<file path="src/protect_pkg.sv">
// Constants and types shared by the system protection timers
package protect_pkg;

  ////////////////////////////////////////////////////////////////////////////
  // Clock and time
  localparam int CLK_PERIOD_NS = 40;
  // Longest watchdog period, about one second; rounded down to cycles
  localparam int WDOG_MAX_NS = 1_000_000_000;
  localparam int WDOG_MAX_CYCLES = WDOG_MAX_NS / CLK_PERIOD_NS;
  // One periodic unit, 4000 ticks of a 32.768 kHz source; rounded up
  localparam int PIT_UNIT_NS = 122_070_000;
  localparam int PIT_UNIT_CYCLES = (PIT_UNIT_NS + CLK_PERIOD_NS - 1) / CLK_PERIOD_NS;
  // Largest unit count, giving about 15.9 s
  localparam logic [7:0] PIT_MAX_COUNT = 8'h82;
  localparam logic [2:0] WDOG_SEL_MAX = 3'h7;

  ////////////////////////////////////////////////////////////////////////////
  // Register byte offsets
  localparam logic [4:0] OFS_PROT_CTRL = 5'h00;
  localparam logic [4:0] OFS_SERVICE = 5'h04;
  localparam logic [4:0] OFS_PIT_CTRL = 5'h08;
  localparam logic [4:0] OFS_STATUS = 5'h0C;
  localparam logic [4:0] OFS_IRQ_EN = 5'h10;
  localparam logic [4:0] OFS_IRQ_CLR = 5'h14;
  localparam logic [4:0] OFS_WDOG_COUNT = 5'h18;

  // protection_control_reg fields
  localparam int PC_SEL_LSB = 0;
  localparam int PC_EN_BIT = 3;
  localparam int PC_IRQMODE_BIT = 4;
  localparam int PC_WDOG_FRZ_BIT = 5;
  localparam int PC_PIT_FRZ_BIT = 6;
  localparam int PC_LOCK_BIT = 31;
  localparam logic [31:0] PROT_CTRL_RESET = 32'h0000006F;

  // Periodic control fields
  localparam int PIT_COUNT_LSB = 0;
  localparam int PIT_EN_BIT = 8;
  localparam logic [31:0] PIT_CTRL_RESET = 32'h00000000;

  // Status, enable and clear bits share one layout
  localparam int ST_WDOG = 0;
  localparam int ST_PIT = 1;
  localparam int ST_SPUR = 2;
  localparam logic [2:0] IRQ_EN_RESET = 3'h0;

  // Service keys, written in this order
  localparam logic [7:0] SERVICE_KEY1 = 8'h55;
  localparam logic [7:0] SERVICE_KEY2 = 8'hAA;

  ////////////////////////////////////////////////////////////////////////////
  // State encodings
  typedef enum logic [1:0] {
    BUS_IDLE = 2'b01,
    BUS_ACK = 2'b10
  } busState_t;

  typedef enum logic [1:0] {
    SVC_IDLE = 2'b01,
    SVC_ARMED = 2'b10
  } svcState_t;

endpackage

</file>
<file path="src/down_timer.sv">
// Reloading down counter that pulses once per period
`timescale 1ns/100ps
module down_timer
  import protect_pkg::*;
(
  // Clock and reset
  input wire logic clk,
  input wire logic rst,
  input wire logic ce,
  // Control
  input wire logic run,
  input wire logic restart,
  input wire logic [31:0] period,
  // Status
  output logic [31:0] count,
  output logic expire
);

  typedef struct packed {
    logic [31:0] count;
    logic expire;
  } timerState_t;

  timerState_t state;
  timerState_t next_state;

  ////////////////////////////////////////////////////////////////////////////
  // Restart has priority so a service never loses to an expiry
  always_comb begin
    next_state = state;
    next_state.expire = 1'b0;
    if (restart) begin
      next_state.count = period;
    end else if (run) begin
      if (state.count <= 32'h00000001) begin
        next_state.expire = 1'b1;
        next_state.count = period;
      end else begin
        next_state.count = state.count - 32'h00000001;
      end
    end
  end

  // Starts at the largest count until the owner restarts it
  always_ff @(posedge clk or posedge rst) begin
    if (rst) begin
      state <= '{count: 32'hFFFFFFFF, expire: 1'b0};
    end else if (ce) begin
      state <= next_state;
    end
  end

  assign count = state.count;
  assign expire = state.expire;

endmodule

</file>
<file path="src/spurious_monitor.sv">
// Ends an interrupt acknowledge cycle that no source answers
`timescale 1ns/100ps
module spurious_monitor
  import protect_pkg::*;
(
  // Clock and reset
  input wire logic clk,
  input wire logic rst,
  input wire logic ce,
  // Acknowledge cycle
  input wire logic iackActive,
  input wire logic arbHit,
  input wire logic arbDone,
  // Results
  output logic busError,
  output logic spuriousEvent
);

  typedef struct packed {
    logic hit;
    logic busErr;
    logic evt;
  } spurState_t;

  spurState_t state;
  spurState_t next_state;

  ////////////////////////////////////////////////////////////////////////////
  // Bus error holds until the cycle is dropped by the core
  always_comb begin
    next_state = state;
    next_state.evt = 1'b0;
    if (!iackActive) begin
      next_state.hit = 1'b0;
      next_state.busErr = 1'b0;
    end else begin
      if (arbHit) begin
        next_state.hit = 1'b1;
      end
      if (arbDone && !state.hit && !arbHit && !state.busErr) begin
        next_state.busErr = 1'b1;
        next_state.evt = 1'b1;
      end
    end
  end

  always_ff @(posedge clk or posedge rst) begin
    if (rst) begin
      state <= '{hit: 1'b0, busErr: 1'b0, evt: 1'b0};
    end else if (ce) begin
      state <= next_state;
    end
  end

  assign busError = state.busErr;
  assign spuriousEvent = state.evt;

endmodule

</file>
<file path="src/system_protection_timers.sv">
// Watchdog, periodic timer and spurious interrupt monitor with Avalon-MM registers
//
// The register addresses and the Avalon-MM interface to the registers are this design's own decisions.
`timescale 1ns/100ps

// Behaviour
// - Watchdog expiry gives reset or level-7 interrupt
// - Eight selectable watchdog timeout periods
// - After reset: enabled, about 1 s, reset
// - Control register writable once per reset
// - Unanswered acknowledge cycle raises bus error
// - Periodic interrupt, programmable 122 ms to 15.87 s
// - Disabled periodic timer raises no interrupts
// - Freeze may halt each timer separately
module system_protection_timers
  import protect_pkg::*;
#(
  parameter int WDOG_CYCLES = WDOG_MAX_CYCLES,
  parameter int PIT_CYCLES = PIT_UNIT_CYCLES
)
(
  // Clock, reset and enable
  input wire logic clk,
  input wire logic rst,
  input wire logic ce,
  // Avalon-MM slave
  input wire logic [4:0] avs_address,
  input wire logic avs_read,
  input wire logic avs_write,
  input wire logic [3:0] avs_byteenable,
  input wire logic [31:0] avs_writedata,
  output logic [31:0] avs_readdata,
  output logic avs_waitrequest,
  // Freeze mode
  input wire logic freeze,
  // Interrupt acknowledge cycle
  input wire logic iackActive,
  input wire logic arbHit,
  input wire logic arbDone,
  // Results
  output logic busError,
  output logic sysResetReq,
  output logic level7Irq,
  output logic irq
);

  typedef struct packed {
    busState_t bus;
    logic waitReq;
    logic [31:0] rdata;
    logic ctrlLocked;
    logic [2:0] wdogSel;
    logic wdogEn;
    logic wdogIrqMode;
    logic wdogFrz;
    logic pitFrz;
    svcState_t svc;
    logic wdogRestart;
    logic [7:0] pitCount;
    logic pitEn;
    logic pitRestart;
    logic [2:0] status;
    logic [2:0] irqEnable;
    logic irq;
    logic level7;
    logic resetReq;
  } regs_t;

  regs_t state;
  regs_t next_state;

  logic wdogRun;
  logic wdogExpire;
  logic [31:0] wdogCount;
  logic pitRun;
  logic pitExpire;
  logic spuriousEvent;

  ////////////////////////////////////////////////////////////////////////////
  // Helpers

  // Byte lanes written by the current access
  function automatic logic [31:0] laneMask(input logic [3:0] be);
    logic [31:0] m;
    m = 32'h00000000;
    for (int i = 0; i < 4; i++) begin
      m[i*8 +: 8] = {8{be[i]}};
    end
    return m;
  endfunction

  // Merge write data into an old value on the enabled lanes
  function automatic logic [31:0] merge(input logic [31:0] old, input logic [31:0] wd,
                                         input logic [3:0] be);
    return (old & ~laneMask(be)) | (wd & laneMask(be));
  endfunction

  // Shortest period doubles for each selector step
  function automatic logic [31:0] wdogPeriod(input logic [2:0] sel);
    return 32'(WDOG_CYCLES) >> (WDOG_SEL_MAX - sel);
  endfunction

  // Zero acts as one unit, large counts clamp to the longest period
  function automatic logic [31:0] pitPeriod(input logic [7:0] cnt);
    logic [7:0] c;
    c = cnt;
    if (c == 8'h00) begin
      c = 8'h01;
    end else if (c > PIT_MAX_COUNT) begin
      c = PIT_MAX_COUNT;
    end
    return 32'(c) * 32'(PIT_CYCLES);
  endfunction

  ////////////////////////////////////////////////////////////////////////////
  // Timers halt in freeze only when configured to
  assign wdogRun = state.wdogEn && !(freeze && state.wdogFrz);
  assign pitRun = state.pitEn && !(freeze && state.pitFrz);

  down_timer wdogTimer (
    .clk(clk),
    .rst(rst),
    .ce(ce),
    .run(wdogRun),
    .restart(state.wdogRestart),
    .period(wdogPeriod(state.wdogSel)),
    .count(wdogCount),
    .expire(wdogExpire)
  );

  down_timer pitTimer (
    .clk(clk),
    .rst(rst),
    .ce(ce),
    .run(pitRun),
    .restart(state.pitRestart),
    .period(pitPeriod(state.pitCount)),
    .count(),
    .expire(pitExpire)
  );

  spurious_monitor spurMon (
    .clk(clk),
    .rst(rst),
    .ce(ce),
    .iackActive(iackActive),
    .arbHit(arbHit),
    .arbDone(arbDone),
    .busError(busError),
    .spuriousEvent(spuriousEvent)
  );

  ////////////////////////////////////////////////////////////////////////////
  // Next state: bus slave, control registers, events
  always_comb begin
    logic [31:0] wd;
    logic [31:0] ctrlNew;
    logic [31:0] pitNew;
    logic [2:0] clearBits;
    logic [2:0] events;
    logic doWrite;
    wd = avs_writedata & laneMask(avs_byteenable);
    ctrlNew = 32'h00000000;
    pitNew = 32'h00000000;
    clearBits = 3'h0;
    events = 3'h0;
    doWrite = 1'b0;
    next_state = state;
    next_state.wdogRestart = 1'b0;
    next_state.pitRestart = 1'b0;

    // Bus: one wait cycle, the access completes on the edge after
    case (state.bus)
      BUS_IDLE: begin
        if (avs_read || avs_write) begin
          next_state.bus = BUS_ACK;
          next_state.waitReq = 1'b0;
          next_state.rdata = 32'h00000000;
          if (avs_read) begin
            case (avs_address)
              OFS_PROT_CTRL: begin
                next_state.rdata[PC_SEL_LSB +: 3] = state.wdogSel;
                next_state.rdata[PC_EN_BIT] = state.wdogEn;
                next_state.rdata[PC_IRQMODE_BIT] = state.wdogIrqMode;
                next_state.rdata[PC_WDOG_FRZ_BIT] = state.wdogFrz;
                next_state.rdata[PC_PIT_FRZ_BIT] = state.pitFrz;
                next_state.rdata[PC_LOCK_BIT] = state.ctrlLocked;
              end
              OFS_PIT_CTRL: begin
                next_state.rdata[PIT_COUNT_LSB +: 8] = state.pitCount;
                next_state.rdata[PIT_EN_BIT] = state.pitEn;
              end
              OFS_STATUS: begin
                next_state.rdata[2:0] = state.status;
              end
              OFS_IRQ_EN: begin
                next_state.rdata[2:0] = state.irqEnable;
              end
              OFS_WDOG_COUNT: begin
                next_state.rdata = wdogCount;
              end
              default: begin
                next_state.rdata = 32'h00000000;
              end
            endcase
          end
        end
      end
      BUS_ACK: begin
        next_state.bus = BUS_IDLE;
        next_state.waitReq = 1'b1;
        doWrite = avs_write;
      end
      default: begin
        next_state.bus = BUS_IDLE;
        next_state.waitReq = 1'b1;
      end
    endcase

    // Register writes, taken on the completing edge
    if (doWrite) begin
      case (avs_address)
        OFS_PROT_CTRL: begin
          // Later writes are dropped so runaway code cannot disarm it
          if (!state.ctrlLocked) begin
            ctrlNew = merge({24'h000000, 1'b0, state.pitFrz, state.wdogFrz,
                             state.wdogIrqMode, state.wdogEn, state.wdogSel},
                            avs_writedata, avs_byteenable);
            next_state.wdogSel = ctrlNew[PC_SEL_LSB +: 3];
            next_state.wdogEn = ctrlNew[PC_EN_BIT];
            next_state.wdogIrqMode = ctrlNew[PC_IRQMODE_BIT];
            next_state.wdogFrz = ctrlNew[PC_WDOG_FRZ_BIT];
            next_state.pitFrz = ctrlNew[PC_PIT_FRZ_BIT];
            next_state.ctrlLocked = 1'b1;
            next_state.wdogRestart = 1'b1;
          end
        end
        OFS_SERVICE: begin
          // Two-key sequence; any value other than the two keys disarms
          case (state.svc)
            SVC_IDLE: begin
              if (wd[7:0] == SERVICE_KEY1) begin
                next_state.svc = SVC_ARMED;
              end
            end
            SVC_ARMED: begin
              if (wd[7:0] == SERVICE_KEY2) begin
                next_state.wdogRestart = 1'b1;
                next_state.svc = SVC_IDLE;
              end else if (wd[7:0] != SERVICE_KEY1) begin
                next_state.svc = SVC_IDLE;
              end
            end
            default: begin
              next_state.svc = SVC_IDLE;
            end
          endcase
        end
        OFS_PIT_CTRL: begin
          pitNew = merge({23'h000000, state.pitEn, state.pitCount},
                         avs_writedata, avs_byteenable);
          next_state.pitCount = pitNew[PIT_COUNT_LSB +: 8];
          next_state.pitEn = pitNew[PIT_EN_BIT];
          next_state.pitRestart = 1'b1;
        end
        OFS_IRQ_EN: begin
          next_state.irqEnable = wd[2:0];
        end
        OFS_IRQ_CLR: begin
          clearBits = wd[2:0];
        end
        default: begin
          clearBits = 3'h0;
        end
      endcase
    end

    // Watchdog expiry goes to reset or to the level-7 request
    if (wdogExpire) begin
      if (state.wdogIrqMode) begin
        events[ST_WDOG] = 1'b1;
      end else begin
        next_state.resetReq = 1'b1;
      end
    end
    events[ST_PIT] = pitExpire && state.pitEn;
    events[ST_SPUR] = spuriousEvent;

    // A new event wins over a clear in the same cycle
    next_state.status = (state.status & ~clearBits) | events;
    next_state.level7 = next_state.status[ST_WDOG];
    next_state.irq = |(next_state.status & next_state.irqEnable);
  end

  ////////////////////////////////////////////////////////////////////////////
  // Reset leaves the watchdog armed at its longest period
  always_ff @(posedge clk or posedge rst) begin
    if (rst) begin
      state <= '{
        bus: BUS_IDLE,
        waitReq: 1'b1,
        rdata: 32'h00000000,
        ctrlLocked: 1'b0,
        wdogSel: PROT_CTRL_RESET[PC_SEL_LSB +: 3],
        wdogEn: PROT_CTRL_RESET[PC_EN_BIT],
        wdogIrqMode: PROT_CTRL_RESET[PC_IRQMODE_BIT],
        wdogFrz: PROT_CTRL_RESET[PC_WDOG_FRZ_BIT],
        pitFrz: PROT_CTRL_RESET[PC_PIT_FRZ_BIT],
        svc: SVC_IDLE,
        wdogRestart: 1'b1,
        pitCount: PIT_CTRL_RESET[PIT_COUNT_LSB +: 8],
        pitEn: PIT_CTRL_RESET[PIT_EN_BIT],
        pitRestart: 1'b1,
        status: 3'h0,
        irqEnable: IRQ_EN_RESET,
        irq: 1'b0,
        level7: 1'b0,
        resetReq: 1'b0
      };
    end else if (ce) begin
      state <= next_state;
    end
  end

  ////////////////////////////////////////////////////////////////////////////
  // Outputs, all from flip-flops
  assign avs_readdata = state.rdata;
  assign avs_waitrequest = state.waitReq;
  assign sysResetReq = state.resetReq;
  assign level7Irq = state.level7;
  assign irq = state.irq;

endmodule

</file>
<file path="config.mk">
export PLATFORM = sky130hd
export DESIGN_NAME = system_protection_timers
export DESIGN_NICKNAME = d
export VERILOG_FILES = /design/src/protect_pkg.sv /design/src/down_timer.sv /design/src/spurious_monitor.sv /design/src/system_protection_timers.sv
export SDC_FILE = /design/constraint.sdc
export NUM_CORES = 1
export LEC_CHECK = 0
export BUFFER_PORTS_ARGS = -buffer_cell sky130_fd_sc_hd__buf_2
export CORE_MARGIN = 4
export CORE_UTILIZATION = 46
export CTS_BUF_LIST = sky130_fd_sc_hd__clkbuf_4 sky130_fd_sc_hd__clkbuf_8 sky130_fd_sc_hd__clkbuf_16
export DETAILED_ROUTE_END_ITERATION = 6
export RECOVER_POWER = 25
export SYNTH_ARGS = -nofsm -noshare
export SYNTH_HDL_FRONTEND = slang
export SYNTH_SLANG_ARGS = --single-unit
</file>
<file path="constraint.sdc">
create_clock -name clk -period 6.9 [get_ports clk]
set_input_delay 1.035 -clock clk [delete_from_list [all_inputs] [get_ports clk]]
set_output_delay 1.035 -clock clk [all_outputs]
set_load 0.03 [all_outputs]
</file>
==> results of run 1 <==
## path summary, 6_finish.rpt
check                                                   start                             end  slack [ns]  depth (start not counted)
worst max-delay path                                 register  pitTimer.count[25]$_DFFE_PP1P_        1.32                         18
worst min-delay path            pitTimer.count[4]$_DFFE_PP1P_   pitTimer.count[4]$_DFFE_PP1P_        0.47                          2
worst max register to register                       register  pitTimer.count[25]$_DFFE_PP1P_        1.32                         18
worst min register to register  pitTimer.count[4]$_DFFE_PP1P_   pitTimer.count[4]$_DFFE_PP1P_        0.47                          2
max in group asynchronous                                 rst     avs_readdata[3]$_DFFE_PP0P_        3.42                          3
min in group asynchronous                                 rst           state[29]$_DFFE_PP0P_        1.68                          2
## cells in the final DEF (no fill, tap or decap), types with 15 or more instances in the layout
cell	Yosys	layout
dfrtp_1	58	58
inv_1	78	77
fa_1	25	25
nand3_1	25	25
dfstp_2	74	74
clkbuf_16	0	17
ha_1	78	78
a22o_1	39	39
buf_2	8	61
nor2_1	84	84
nand2_1	103	103
nor3_1	45	45
nor4_1	16	16
o21ai_0	113	112
a21o_1	15	15
a21oi_1	70	70
a31oi_1	17	17
nor2b_1	18	18
xnor2_1	19	19
## per-stage QoR
stage | hold WS (ns) | setup WS (ns) | cells
finish | 0.4743 | 1.317 | 1470
floorplan | 0.4443 | 2.041 | 1178
CTS | 0.4735 | 1.308 | 1470
global placement | 0.4555 | 1.420 | 1438
global route | 0.4941 | 0.8074 | 1470
detailed placement | 0.4586 | 1.341 | 1438
## cells in the mapped netlist (5+ instances only)
master / count / area, um^2
or3_1: 14 / 87.58
o31ai_1: 7 / 52.55
buf_2: 8 / 40.04
nor2b_1: 18 / 112.6
nor3_1: 45 / 225.2
mux2_2: 13 / 146.4
and2_1: 7 / 43.79
and3_1: 10 / 62.56
a22o_1: 39 / 341.6
a21oi_1: 70 / 350.3
xor2_1: 11 / 96.34
o22ai_1: 11 / 68.82
o22a_1: 6 / 52.55
nor2_1: 84 / 315.3
clkbuf_1: 46 / 172.7
o211ai_1: 5 / 37.54
a221oi_1: 5 / 43.79
a21o_1: 15 / 112.6
nor4_1: 16 / 100.1
a32o_1: 6 / 60.06
nand2_1: 103 / 386.6
mux2i_1: 11 / 110.1
nand3_1: 25 / 125.1
or2_2: 6 / 37.54
dfstp_2: 74 / 1944
nand2b_1: 10 / 62.56
inv_1: 78 / 292.8
a31oi_1: 17 / 106.4
a211oi_1: 5 / 37.54
nand4_1: 10 / 62.56
fa_1: 25 / 500.5
o21ai_0: 113 / 565.5
buf_4: 33 / 247.7
ha_1: 78 / 975.9
or4_1: 7 / 52.55
xnor2_1: 19 / 166.4
dfrtp_1: 58 / 1451
## cell type report
| type | count | area [um^2] |
|---|---|---|
| Sequential cell | 132 | 3396 |
| Clock inverter | 15 | 165.2 |
| Multi-Input combinational cell | 877 | 6111 |
| Inverter | 78 | 294.0 |
| Tap cell | 280 | 350.3 |
| Fill cell | 2119 | 10770 |
| Clock buffer | 17 | 425.4 |
| Timing Repair Buffer | 71 | 380.4 |
## kinds of logic after synthesis
| group | Yosys count | share of synthesized area (%) |
|---|---|---|
| simple gates | 382 | 18.77 |
| mux | 26 | 2.934 |
| other cells | 1 | 0.03648 |
| flops | 132 | 33.04 |
| xor+xnor | 30 | 2.556 |
| buf+inv | 169 | 7.547 |
| fa+ha+maj | 104 | 14.46 |
| compound gates | 334 | 20.66 |
## report_power, final
group	internal [uW]	switching [uW]	total, uW
combinational	119	222	341
clock	514	407	921
sequential	815	28.8	844
## critical path, delay by kind of cell, from the launching register on
family	cells	cell delay, ns
AOI/OAI and AO/OA	6	1.76
adders and majority gates	5	1.74
DFF	1	0.59
muxes	1	0.15
xor gates and xnor gates	1	0.39
and+or+nand+nor	2	0.61
buffers and inverters	3	0.26
## routing by layer
metal | track usage, % | vias up
met5 | 0 | -
met4 | 5.121 | 0
met3 | 3.602 | 20
met2 | 31.02 | 220
met1 | 33.44 | 4156
li1 | - | 4214
==> reports/metrics.csv, run 1 <==
stage,metric,value,unit
clock_network,post-CTS sizing,0,
drt,drt drc,0,
timing,Slew HR,-135.9,%
yosys,ys async rst share,100.0,%
yosys,#FFs+latches synth,132,
yosys,Syn Area/Cell,8.725,um^2
global_routing,antenna violations before repair,0,
final_layout,Area Growth Syn to Fin,8.204,%
floorplanning,Initial Util,46.95,%
critical_path,Startpoint Class,register,
placement,placer congestion estimate,0.8663,
floorplanning,Die X-Extent,157.5,um
timing,fmax,179.1,MHz
final_layout,Layout Utilization,50.81,%
clock_network,CTS Root Cell,clkbuf_16,
yosys,sequential area share after synthesis,33.04,%
floorplanning,row cnt,54,
yosys,Synth Warn #,0,
timing,Worst Tran Pin Value,3.519,ns
yosys,Syn Inst Count,1178,
drt,WL met3,1348,um
drt,met2 wire length,11450,um
global_routing,total congestion overflow,0,
power_and_ir_drop,Leakage Power,0.005092,uW
timing,final worst path period need,5.583,ns
drt,Routed met1 length,13500,um
yosys,"Cell Area, Synth",10280,um^2
floorplanning,core area,21890,um^2
critical_path,Most common cell on crit path,ha_1,
global_routing,first-pass GRT wire length,42640,um
drt,vias,8610,
placement,dpl cell area,10540,um^2
outcome,status,finished with violations,
global_routing,gr usage total,21.48,%
critical_path,slowest CP cell,dfrtp_1,
floorplanning,top-level I/O count,87,
critical_path,crit path DAT,5.94,ns
critical_path,critical path class,reg2reg,
clock_network,clock slew at reported path FFs,0.07,ns
timing,Fin Setup TNS,0,ns
placement,HPWL after DPL,19390,um
floorplanning,full die area,24800,um^2
final_layout,share of layout cells above drive strength 1,17.39,%
yosys,syn nets,1331,
global_routing,vias in the first global route,7952,
clock_network,TritonCTS clock tree,built,
job,Max Cap Viol,1,
critical_path,crit path cell chain,nor2b_1 -> inv_1 -> ha_1 -> inv_1 -> ha_1 -> xnor2_1 -> fa_1 -> inv_1 -> ha_1 -> ha_1 -> a21oi_1 -> o21ai_0 -> a221oi_1 -> a21oi_1 -> a41oi_1 -> nand2_1 -> mux2i_1 -> a221o_1,
critical_path,Worst setup EP type,register,
yosys,Synth cell types,76,
final_layout,Post-Layout Inst Area,11120,um^2
clock_network,# hold bufs at CTS,0,
timing,Pins Over Slew Limit,80,
drt,drt total wl,26610,um
placement,I/O Buffers,61,
power_and_ir_drop,Total Power,2106,uW
clock_network,total clock buffers created by CTS,17,
final_layout,ANT cells,0,
timing,RSZ-0062 raised after global routing,false,
outcome,failing checks,"capacitance limit, slew limit",
floorplanning,die height,157.5,um
hold_path,hold crit path type,reg2reg,
clock_network,# Post-CTS Setup Buffers,0,
yosys,Synth Flop Type,dfstp_2,
final_layout,Final nets,1330,
timing,Setup Viol. Count Final,0,
critical_path,worst endpoint required time,7.26,ns
clock_network,clk sinks,132,
drt,uppermost routed layer,met4,
critical_path,CP peak stage delay,0.59,ns
drt,WL per Instance,18.10,um
yosys,number of synthesized flops with an enable pin,0,
clock_network,Longest Clk Path Bufs,2,
clock_network,Worst-Skew Late Latency,0.44,ns
drt,DRT iter0 DRCs,598,
critical_path,CP Max Fanout,17,
power_and_ir_drop,pwr/cell area,189.4,nW/um^2
timing,fin crit share,80.91,%
drt,Vias/cell,5.857,
clock_network,H-tree level count,4,
power_and_ir_drop,VDD IR max,0.0001612,V
timing,clk_skew,0.03354,ns
timing,final hold vios,0,
drt,antenna-violating nets left,0,
drt,DRT Pass-1 Iters,5,
global_routing,largest net degree at the start of global routing,80,
Power figures use the tool's default switching activity.
==> inputs of run 2 (changes only) <==
Settings changed: PLACE_DENSITY set to 0.67.
Clock period 6.9 ns to 4.9 ns, I/O delays scaled along.
==> run 2 against run 1 <==
Compared with the run above: the flow still finishes with violations (capacitance limit, slew limit); non-clock buffer count up 25; die area unchanged; global-route usage up 0.22 points; sequential share of layout area down 0.69 points; via count up 3.0%; first-iteration DRC count up 36%; worst setup slack worse by 0.97 ns; critical endpoint is now pitTimer.count[22]$_DFFE_PP1P_.
==> reports/metrics.csv, run 2 (synthesis gave the netlist of run 1 again) <==
stage,metric,value,unit,change
outcome,status,finished with violations,,
outcome,failing checks,"capacitance limit, slew limit",,
clock_network,CTS Root Cell,clkbuf_16,,
timing,Slew HR,-130.7,%,+5.2 points
final_layout,"commonest cells after routing, fill and taps aside","o21ai_0 (111), nand2_1 (103), nor2_1 (84)",,
floorplanning,core area,21890,um^2,unchanged
drt,DRT iter0 DRCs,811,,+36%
drt,vias,8866,,+3.0%
global_routing,total congestion overflow,0,,unchanged
floorplanning,full die area,24800,um^2,unchanged
critical_path,crit path DAT,4.88,ns,-1.06 ns
drt,Vias/cell,5.930,,+1.3%
floorplanning,row cnt,54,,unchanged
clock_network,total clock buffers created by CTS,17,,unchanged
hold_path,hold crit path type,reg2reg,,
critical_path,worst endpoint required time,5.23,ns,-2.03 ns
placement,placer congestion estimate,0.9135,,+5.4%
global_routing,gr usage total,21.71,%,+0.22 points
final_layout,Layout Utilization,51.99,%,+1.2 points
global_routing,first-pass GRT wire length,43740,um,+2.6%
drt,drt drc,0,,unchanged
power_and_ir_drop,pwr/cell area,263.0,nW/um^2,+39%
final_layout,Area Growth Syn to Fin,10.74,%,
final_layout,sequential cell area,3397,um^2,about the same
placement,Setup WS pre-CTS,0.1108,ns,-1.230 ns
floorplanning,Die X-Extent,157.5,um,unchanged
drt,antenna-violating nets left,0,,unchanged
clock_network,H-tree level count,4,,unchanged
critical_path,Worst setup EP type,register,,
timing,Pins Over Slew Limit,92,,+15%
power_and_ir_drop,VDD IR max,0.0002372,V,+47%
drt,drt total wl,26520,um,-0.35%
final_layout,Post-Layout Inst Area,11380,um^2,+2.3%
critical_path,CP Max Fanout,6,,-11
timing,Setup Viol. Count Final,0,,unchanged
timing,Final WS setup,0.3459,ns,-0.9711 ns
global_routing,vias in the first global route,8329,,+4.7%
placement,HPWL after DPL,19450,um,+0.27%
clock_network,clock slew at reported path FFs,0.07,ns,about the same
final_layout,area of the multi-input gates,6161,um^2,+0.82%
final_layout,"most common cell after layout, fill and taps aside",o21ai_0,,
final_layout,Fill cells,2034,,-4.0%
floorplanning,die height,157.5,um,unchanged
final_layout,ANT cells,0,,unchanged
clock_network,Worst-Skew Late Latency,0.43,ns,about the same
critical_path,critical path class,reg2reg,,
clock_network,clk sinks,132,,unchanged
final_layout,share of layout cells above drive strength 1,19.92,%,+2.5 points
timing,fmax,219.6,MHz,+23%
clock_network,TritonCTS clock tree,built,,
floorplanning,top-level I/O count,87,,unchanged
timing,hold_ws,0.4776,ns,+0.003289 ns
global_routing,largest net degree at the start of global routing,92,,+15%
global_routing,antenna violations before repair,0,,unchanged
drt,WL per Instance,17.74,um,-2.0%
clock_network,# hold bufs at CTS,0,,unchanged
floorplanning,Initial Util,46.95,%,unchanged
clock_network,Longest Clk Path Bufs,2,,unchanged
placement,dpl cell area,10730,um^2,+1.8%
timing,final hold vios,0,,unchanged
job,Max Cap Viol,1,,unchanged
timing,Worst Tran Pin Value,3.461,ns,-0.05831 ns
timing,final worst path period need,4.554,ns,-1.029 ns
timing,fin crit share,92.94,%,+12 points
timing,clk_skew,0.02118,ns,-0.01235 ns
final_layout,Final nets,1355,,+1.9%
drt,DRT Pass-1 Iters,5,,unchanged
placement,I/O Buffers,61,,unchanged
power_and_ir_drop,Leakage Power,0.005236,uW,+2.8%
critical_path,Startpoint Class,register,,
==> run 2: path summary, 6_finish.rpt <==
check	start	to	slack, ns	depth (start not counted)
max reg2reg	register	pitTimer.count[22]$_DFFE_PP1P_	0.35	18
min in group asynchronous	rst	pitTimer.expire$_DFFE_PP0P_	1.63	2
min reg2reg	pitTimer.count[4]$_DFFE_PP1P_	pitTimer.count[4]$_DFFE_PP1P_	0.48	2
min	pitTimer.count[4]$_DFFE_PP1P_	pitTimer.count[4]$_DFFE_PP1P_	0.48	2
max	register	pitTimer.count[22]$_DFFE_PP1P_	0.35	18
max in group asynchronous	rst	async pin	1.07	2
==> run 2: where the power goes <==
group	internal, uW	switching [uW]
Clock	694	613
Sequential	1150	40.5
Combinational	178	320
==> run 2: area by class of cell <==
cell class | count | share of cell area [%]
clock inverters | 15 | 1.572
clock buffers | 17 | 3.737
flip-flops and latches | 132 | 29.84
multi-input cells | 877 | 54.13
repair buffers | 96 | 5.068
inverters | 78 | 2.572
well taps | 280 | 3.078
==> run 2: per-layer routing <==
metal / routed length [um] / track usage, % / share of wire, %
met3: 1475 / 2.859 / 5.6
met2: 11930 / 32.26 / 45
met4: 538 / 5.776 / 2.0
met1: 12570 / 33.26 / 47
met5: 0 / 0 / 0
==> run 2: timing repair <==
action | 4_1_cts | 5_1_grt
buffers inserted | 0 | 1
endpoints found under the setup margin | 0 | 11
gates resized for setup | 0 | 14
==> run 2: per-stage QoR <==
| step | setup TNS [ns] | std cells | total power [uW] |
|---|---|---|---|
| after floorplan | 0 | 1178 | 1545 |
| after global placement | 0 | 1462 | 1683 |
| after detailed placement | 0 | 1462 | 1694 |
| after CTS | 0 | 1494 | 3006 |
| after global routing | -0.01941 | 1495 | 3128 |
| final | 0 | 1495 | 2993 |
==> run 2: worst max-delay path: stages, from the launching register on <==
cell and delay, ns:
dfrtp_2 0.45, nor3_1 0.19, nand2_1 0.08, a21oi_1 0.20
inv_1 0.08, ha_1 0.30, inv_1 0.07, fa_1 0.53
inv_1 0.05, fa_1 0.48, ha_1 0.37, nor3b_2 0.18
o21ai_1 0.23, a211oi_1 0.14, nor3_1 0.26, o21ai_0 0.20
a31oi_1 0.23, xor2_1 0.25, o221ai_1 0.16
==> inputs of run 3 (changes only) <==
Settings changed: REMOVE_ABC_BUFFERS set to 1.
==> run 3 against run 2 <==
Compared with the run above: the flow still finishes with violations (capacitance limit, slew limit); die area unchanged; largest cell class unchanged; cell area down 0.45%; critical path depth up 2; sequential cell count unchanged; fmax down 0.73%; hold slack better by 0.0017 ns; worst setup slack worse by 0.033 ns; critical path type unchanged.
==> reports/metrics.csv, run 3 (synthesis gave the netlist of run 1 again) <==
stage,metric,value,unit,change
drt,drt drc,0,,unchanged
job,Max Cap Viol,1,,unchanged
critical_path,slowest CP cell,fa_1,,
critical_path,CP top delay family,adder cells,,
floorplanning,Initial Util,46.95,%,unchanged
placement,HPWL after DPL,19620,um,+0.91%
drt,antenna-violating nets left,0,,unchanged
floorplanning,core area,21890,um^2,unchanged
critical_path,crit path DAT,4.94,ns,+0.06 ns
placement,placer congestion estimate,0.8841,,-3.2%
placement,I/O Buffers,61,,unchanged
critical_path,crit path cell chain,nor3_1 -> nand2_1 -> a21oi_2 -> inv_1 -> ha_1 -> inv_1 -> fa_1 -> inv_1 -> fa_1 -> ha_1 -> nor3b_2 -> o21ai_1 -> buf_4 -> a21oi_1 -> o211ai_1 -> a31oi_1 -> xnor2_1 -> buf_4 -> a21oi_1 -> o22a_1,,
final_layout,share of layout cells above drive strength 1,19.72,%,-0.20 points
placement,dpl cell area,10740,um^2,about the same
clock_network,clock slew at reported path FFs,0.06,ns,about the same
clock_network,TritonCTS clock tree,built,,
critical_path,Most common cell on crit path,inv_1,,
global_routing,largest net degree at the start of global routing,97,,+5.4%
drt,DRT Pass-1 Iters,5,,unchanged
floorplanning,row cnt,54,,unchanged
critical_path,Startpoint Class,register,,
timing,Pins Over Slew Limit,97,,+5.4%
timing,final hold vios,0,,unchanged
timing,final worst path period need,4.587,ns,+0.03344 ns
drt,DRT iter0 DRCs,692,,-15%
power_and_ir_drop,Leakage Power,0.005228,uW,-0.14%
timing,Setup Viol. Count Final,0,,unchanged
final_layout,non-filler instance count after layout,1497,,+0.13%
clock_network,total clock buffers created by CTS,17,,unchanged
clock_network,Worst-Skew Late Latency,0.43,ns,about the same
critical_path,CP peak stage delay,0.53,ns,about the same
global_routing,vias in the first global route,8388,,+0.71%
critical_path,WP buf/inv,5,,+2
global_routing,antenna violations before repair,0,,unchanged
hold_path,hold path startpoint,pitTimer.count[9]$_DFFE_PP1P_,,
clock_network,clk sinks,132,,unchanged
floorplanning,Die X-Extent,157.5,um,unchanged
final_layout,"most common cell after layout, fill and taps aside",o21ai_0,,
floorplanning,die height,157.5,um,unchanged
timing,clk_skew,0.01226,ns,-0.008921 ns
outcome,status,finished with violations,,
floorplanning,top-level I/O count,87,,unchanged
critical_path,Worst setup EP type,register,,
outcome,failing checks,"capacitance limit, slew limit",,
global_routing,gr usage total,21.73,%,about the same
final_layout,Fill cells,2043,,+0.44%
drt,Vias/cell,5.921,,-0.16%
drt,drt total wl,26740,um,+0.86%
placement,placed insts,1465,,+0.21%
drt,WL per Instance,17.86,um,+0.72%
hold_path,hold crit path type,reg2reg,,
timing,Slew HR,-139.5,%,-8.8 points
timing,fmax,218.0,MHz,-0.73%
floorplanning,full die area,24800,um^2,unchanged
final_layout,ANT cells,0,,unchanged
timing,fin crit share,93.62,%,+0.68 points
drt,vias,8864,,-0.023%
final_layout,"commonest cells after routing, fill and taps aside","o21ai_0 (111), nand2_1 (103), nor2_1 (84)",,
power_and_ir_drop,VDD IR max,0.0002043,V,-14%
clock_network,Longest Clk Path Bufs,2,,unchanged
global_routing,first-pass GRT wire length,43680,um,-0.13%
clock_network,H-tree level count,4,,unchanged
final_layout,Area Growth Syn to Fin,10.24,%,
timing,hold_ws,0.4793,ns,+0.001724 ns
final_layout,Post-Layout Inst Area,11330,um^2,-0.45%
timing,Worst Tran Pin Value,3.592,ns,+0.1315 ns
power_and_ir_drop,pwr/cell area,258.8,nW/um^2,-1.6%
critical_path,CP Max Fanout,4,,-2
critical_path,critical path class,reg2reg,,
clock_network,# hold bufs at CTS,0,,unchanged
global_routing,total congestion overflow,0,,unchanged
critical_path,worst endpoint required time,5.25,ns,+0.02 ns
final_layout,Final nets,1357,,+0.15%
clock_network,CTS Root Cell,clkbuf_16,,
run 3: cell types whose count changed in the layout (fill, tap and decap cells not counted), sizes merged:
cell and change:
buf +2, clkinvlp +1, inv -1
run 3: cell type report:
class	instances	area, um^2	area share (%)
repair buffers	98	579.3	5.113
well taps	280	350.3	3.092
clock buffers	17	425.4	3.754
inverters	78	292.8	2.584
flip-flops and latches	132	3396	29.97
clock inverters	15	138.9	1.226
multi-input cells	877	6148	54.26
run 3: repair_timing:
item,CTS,global route
setup endpoints to repair,0,12
resized for setup,0,9
buffers inserted,0,0
run 3: per-stage QoR:
step	total power, uW	TNS, ns	utilization, %	setup slack [ns]
after floorplan	1531	0	-	0.1708
after global placement	1692	0	49.05	0.2074
after detailed placement	1703	0	49.05	0.1510
after CTS	2953	0	51.63	0.1139
after global routing	3072	-0.005281	51.76	-0.005281
final	2933	0	51.76	0.3125
run 3: final timing paths:
check | slack, ns | depth (start not counted) | to
min reg2reg | 0.48 | 2 | pitTimer.count[9]$_DFFE_PP1P_
min in group asynchronous | 1.63 | 2 | avs_readdata[29]$_DFFE_PP0P_
max in group asynchronous | 1.24 | 2 | avs_readdata[6]$_DFFE_PP0P_
max | 0.31 | 20 | pitTimer.count[18]$_DFFE_PP1P_
min | 0.48 | 2 | pitTimer.count[9]$_DFFE_PP1P_
max reg2reg | 0.31 | 20 | pitTimer.count[18]$_DFFE_PP1P_
run 3: tightest hold or removal path: stages, from the launching register on:
cell and delay, ns:
dfstp_2 0.37, nand2_1 0.04, o21ai_0 0.07
run 3: routing by layer:
layer,vias up,track usage (%),wire (um)
met2,255,33.63,12090
li1,4288,-,-
met3,37,3.189,1338
met4,0,5.571,436
met1,4284,32.02,12880
met5,-,0,0
run 3: where the power goes:
group	internal, uW	switching (uW)
registers	1150	41.0
logic	181	323
clock network	670	568
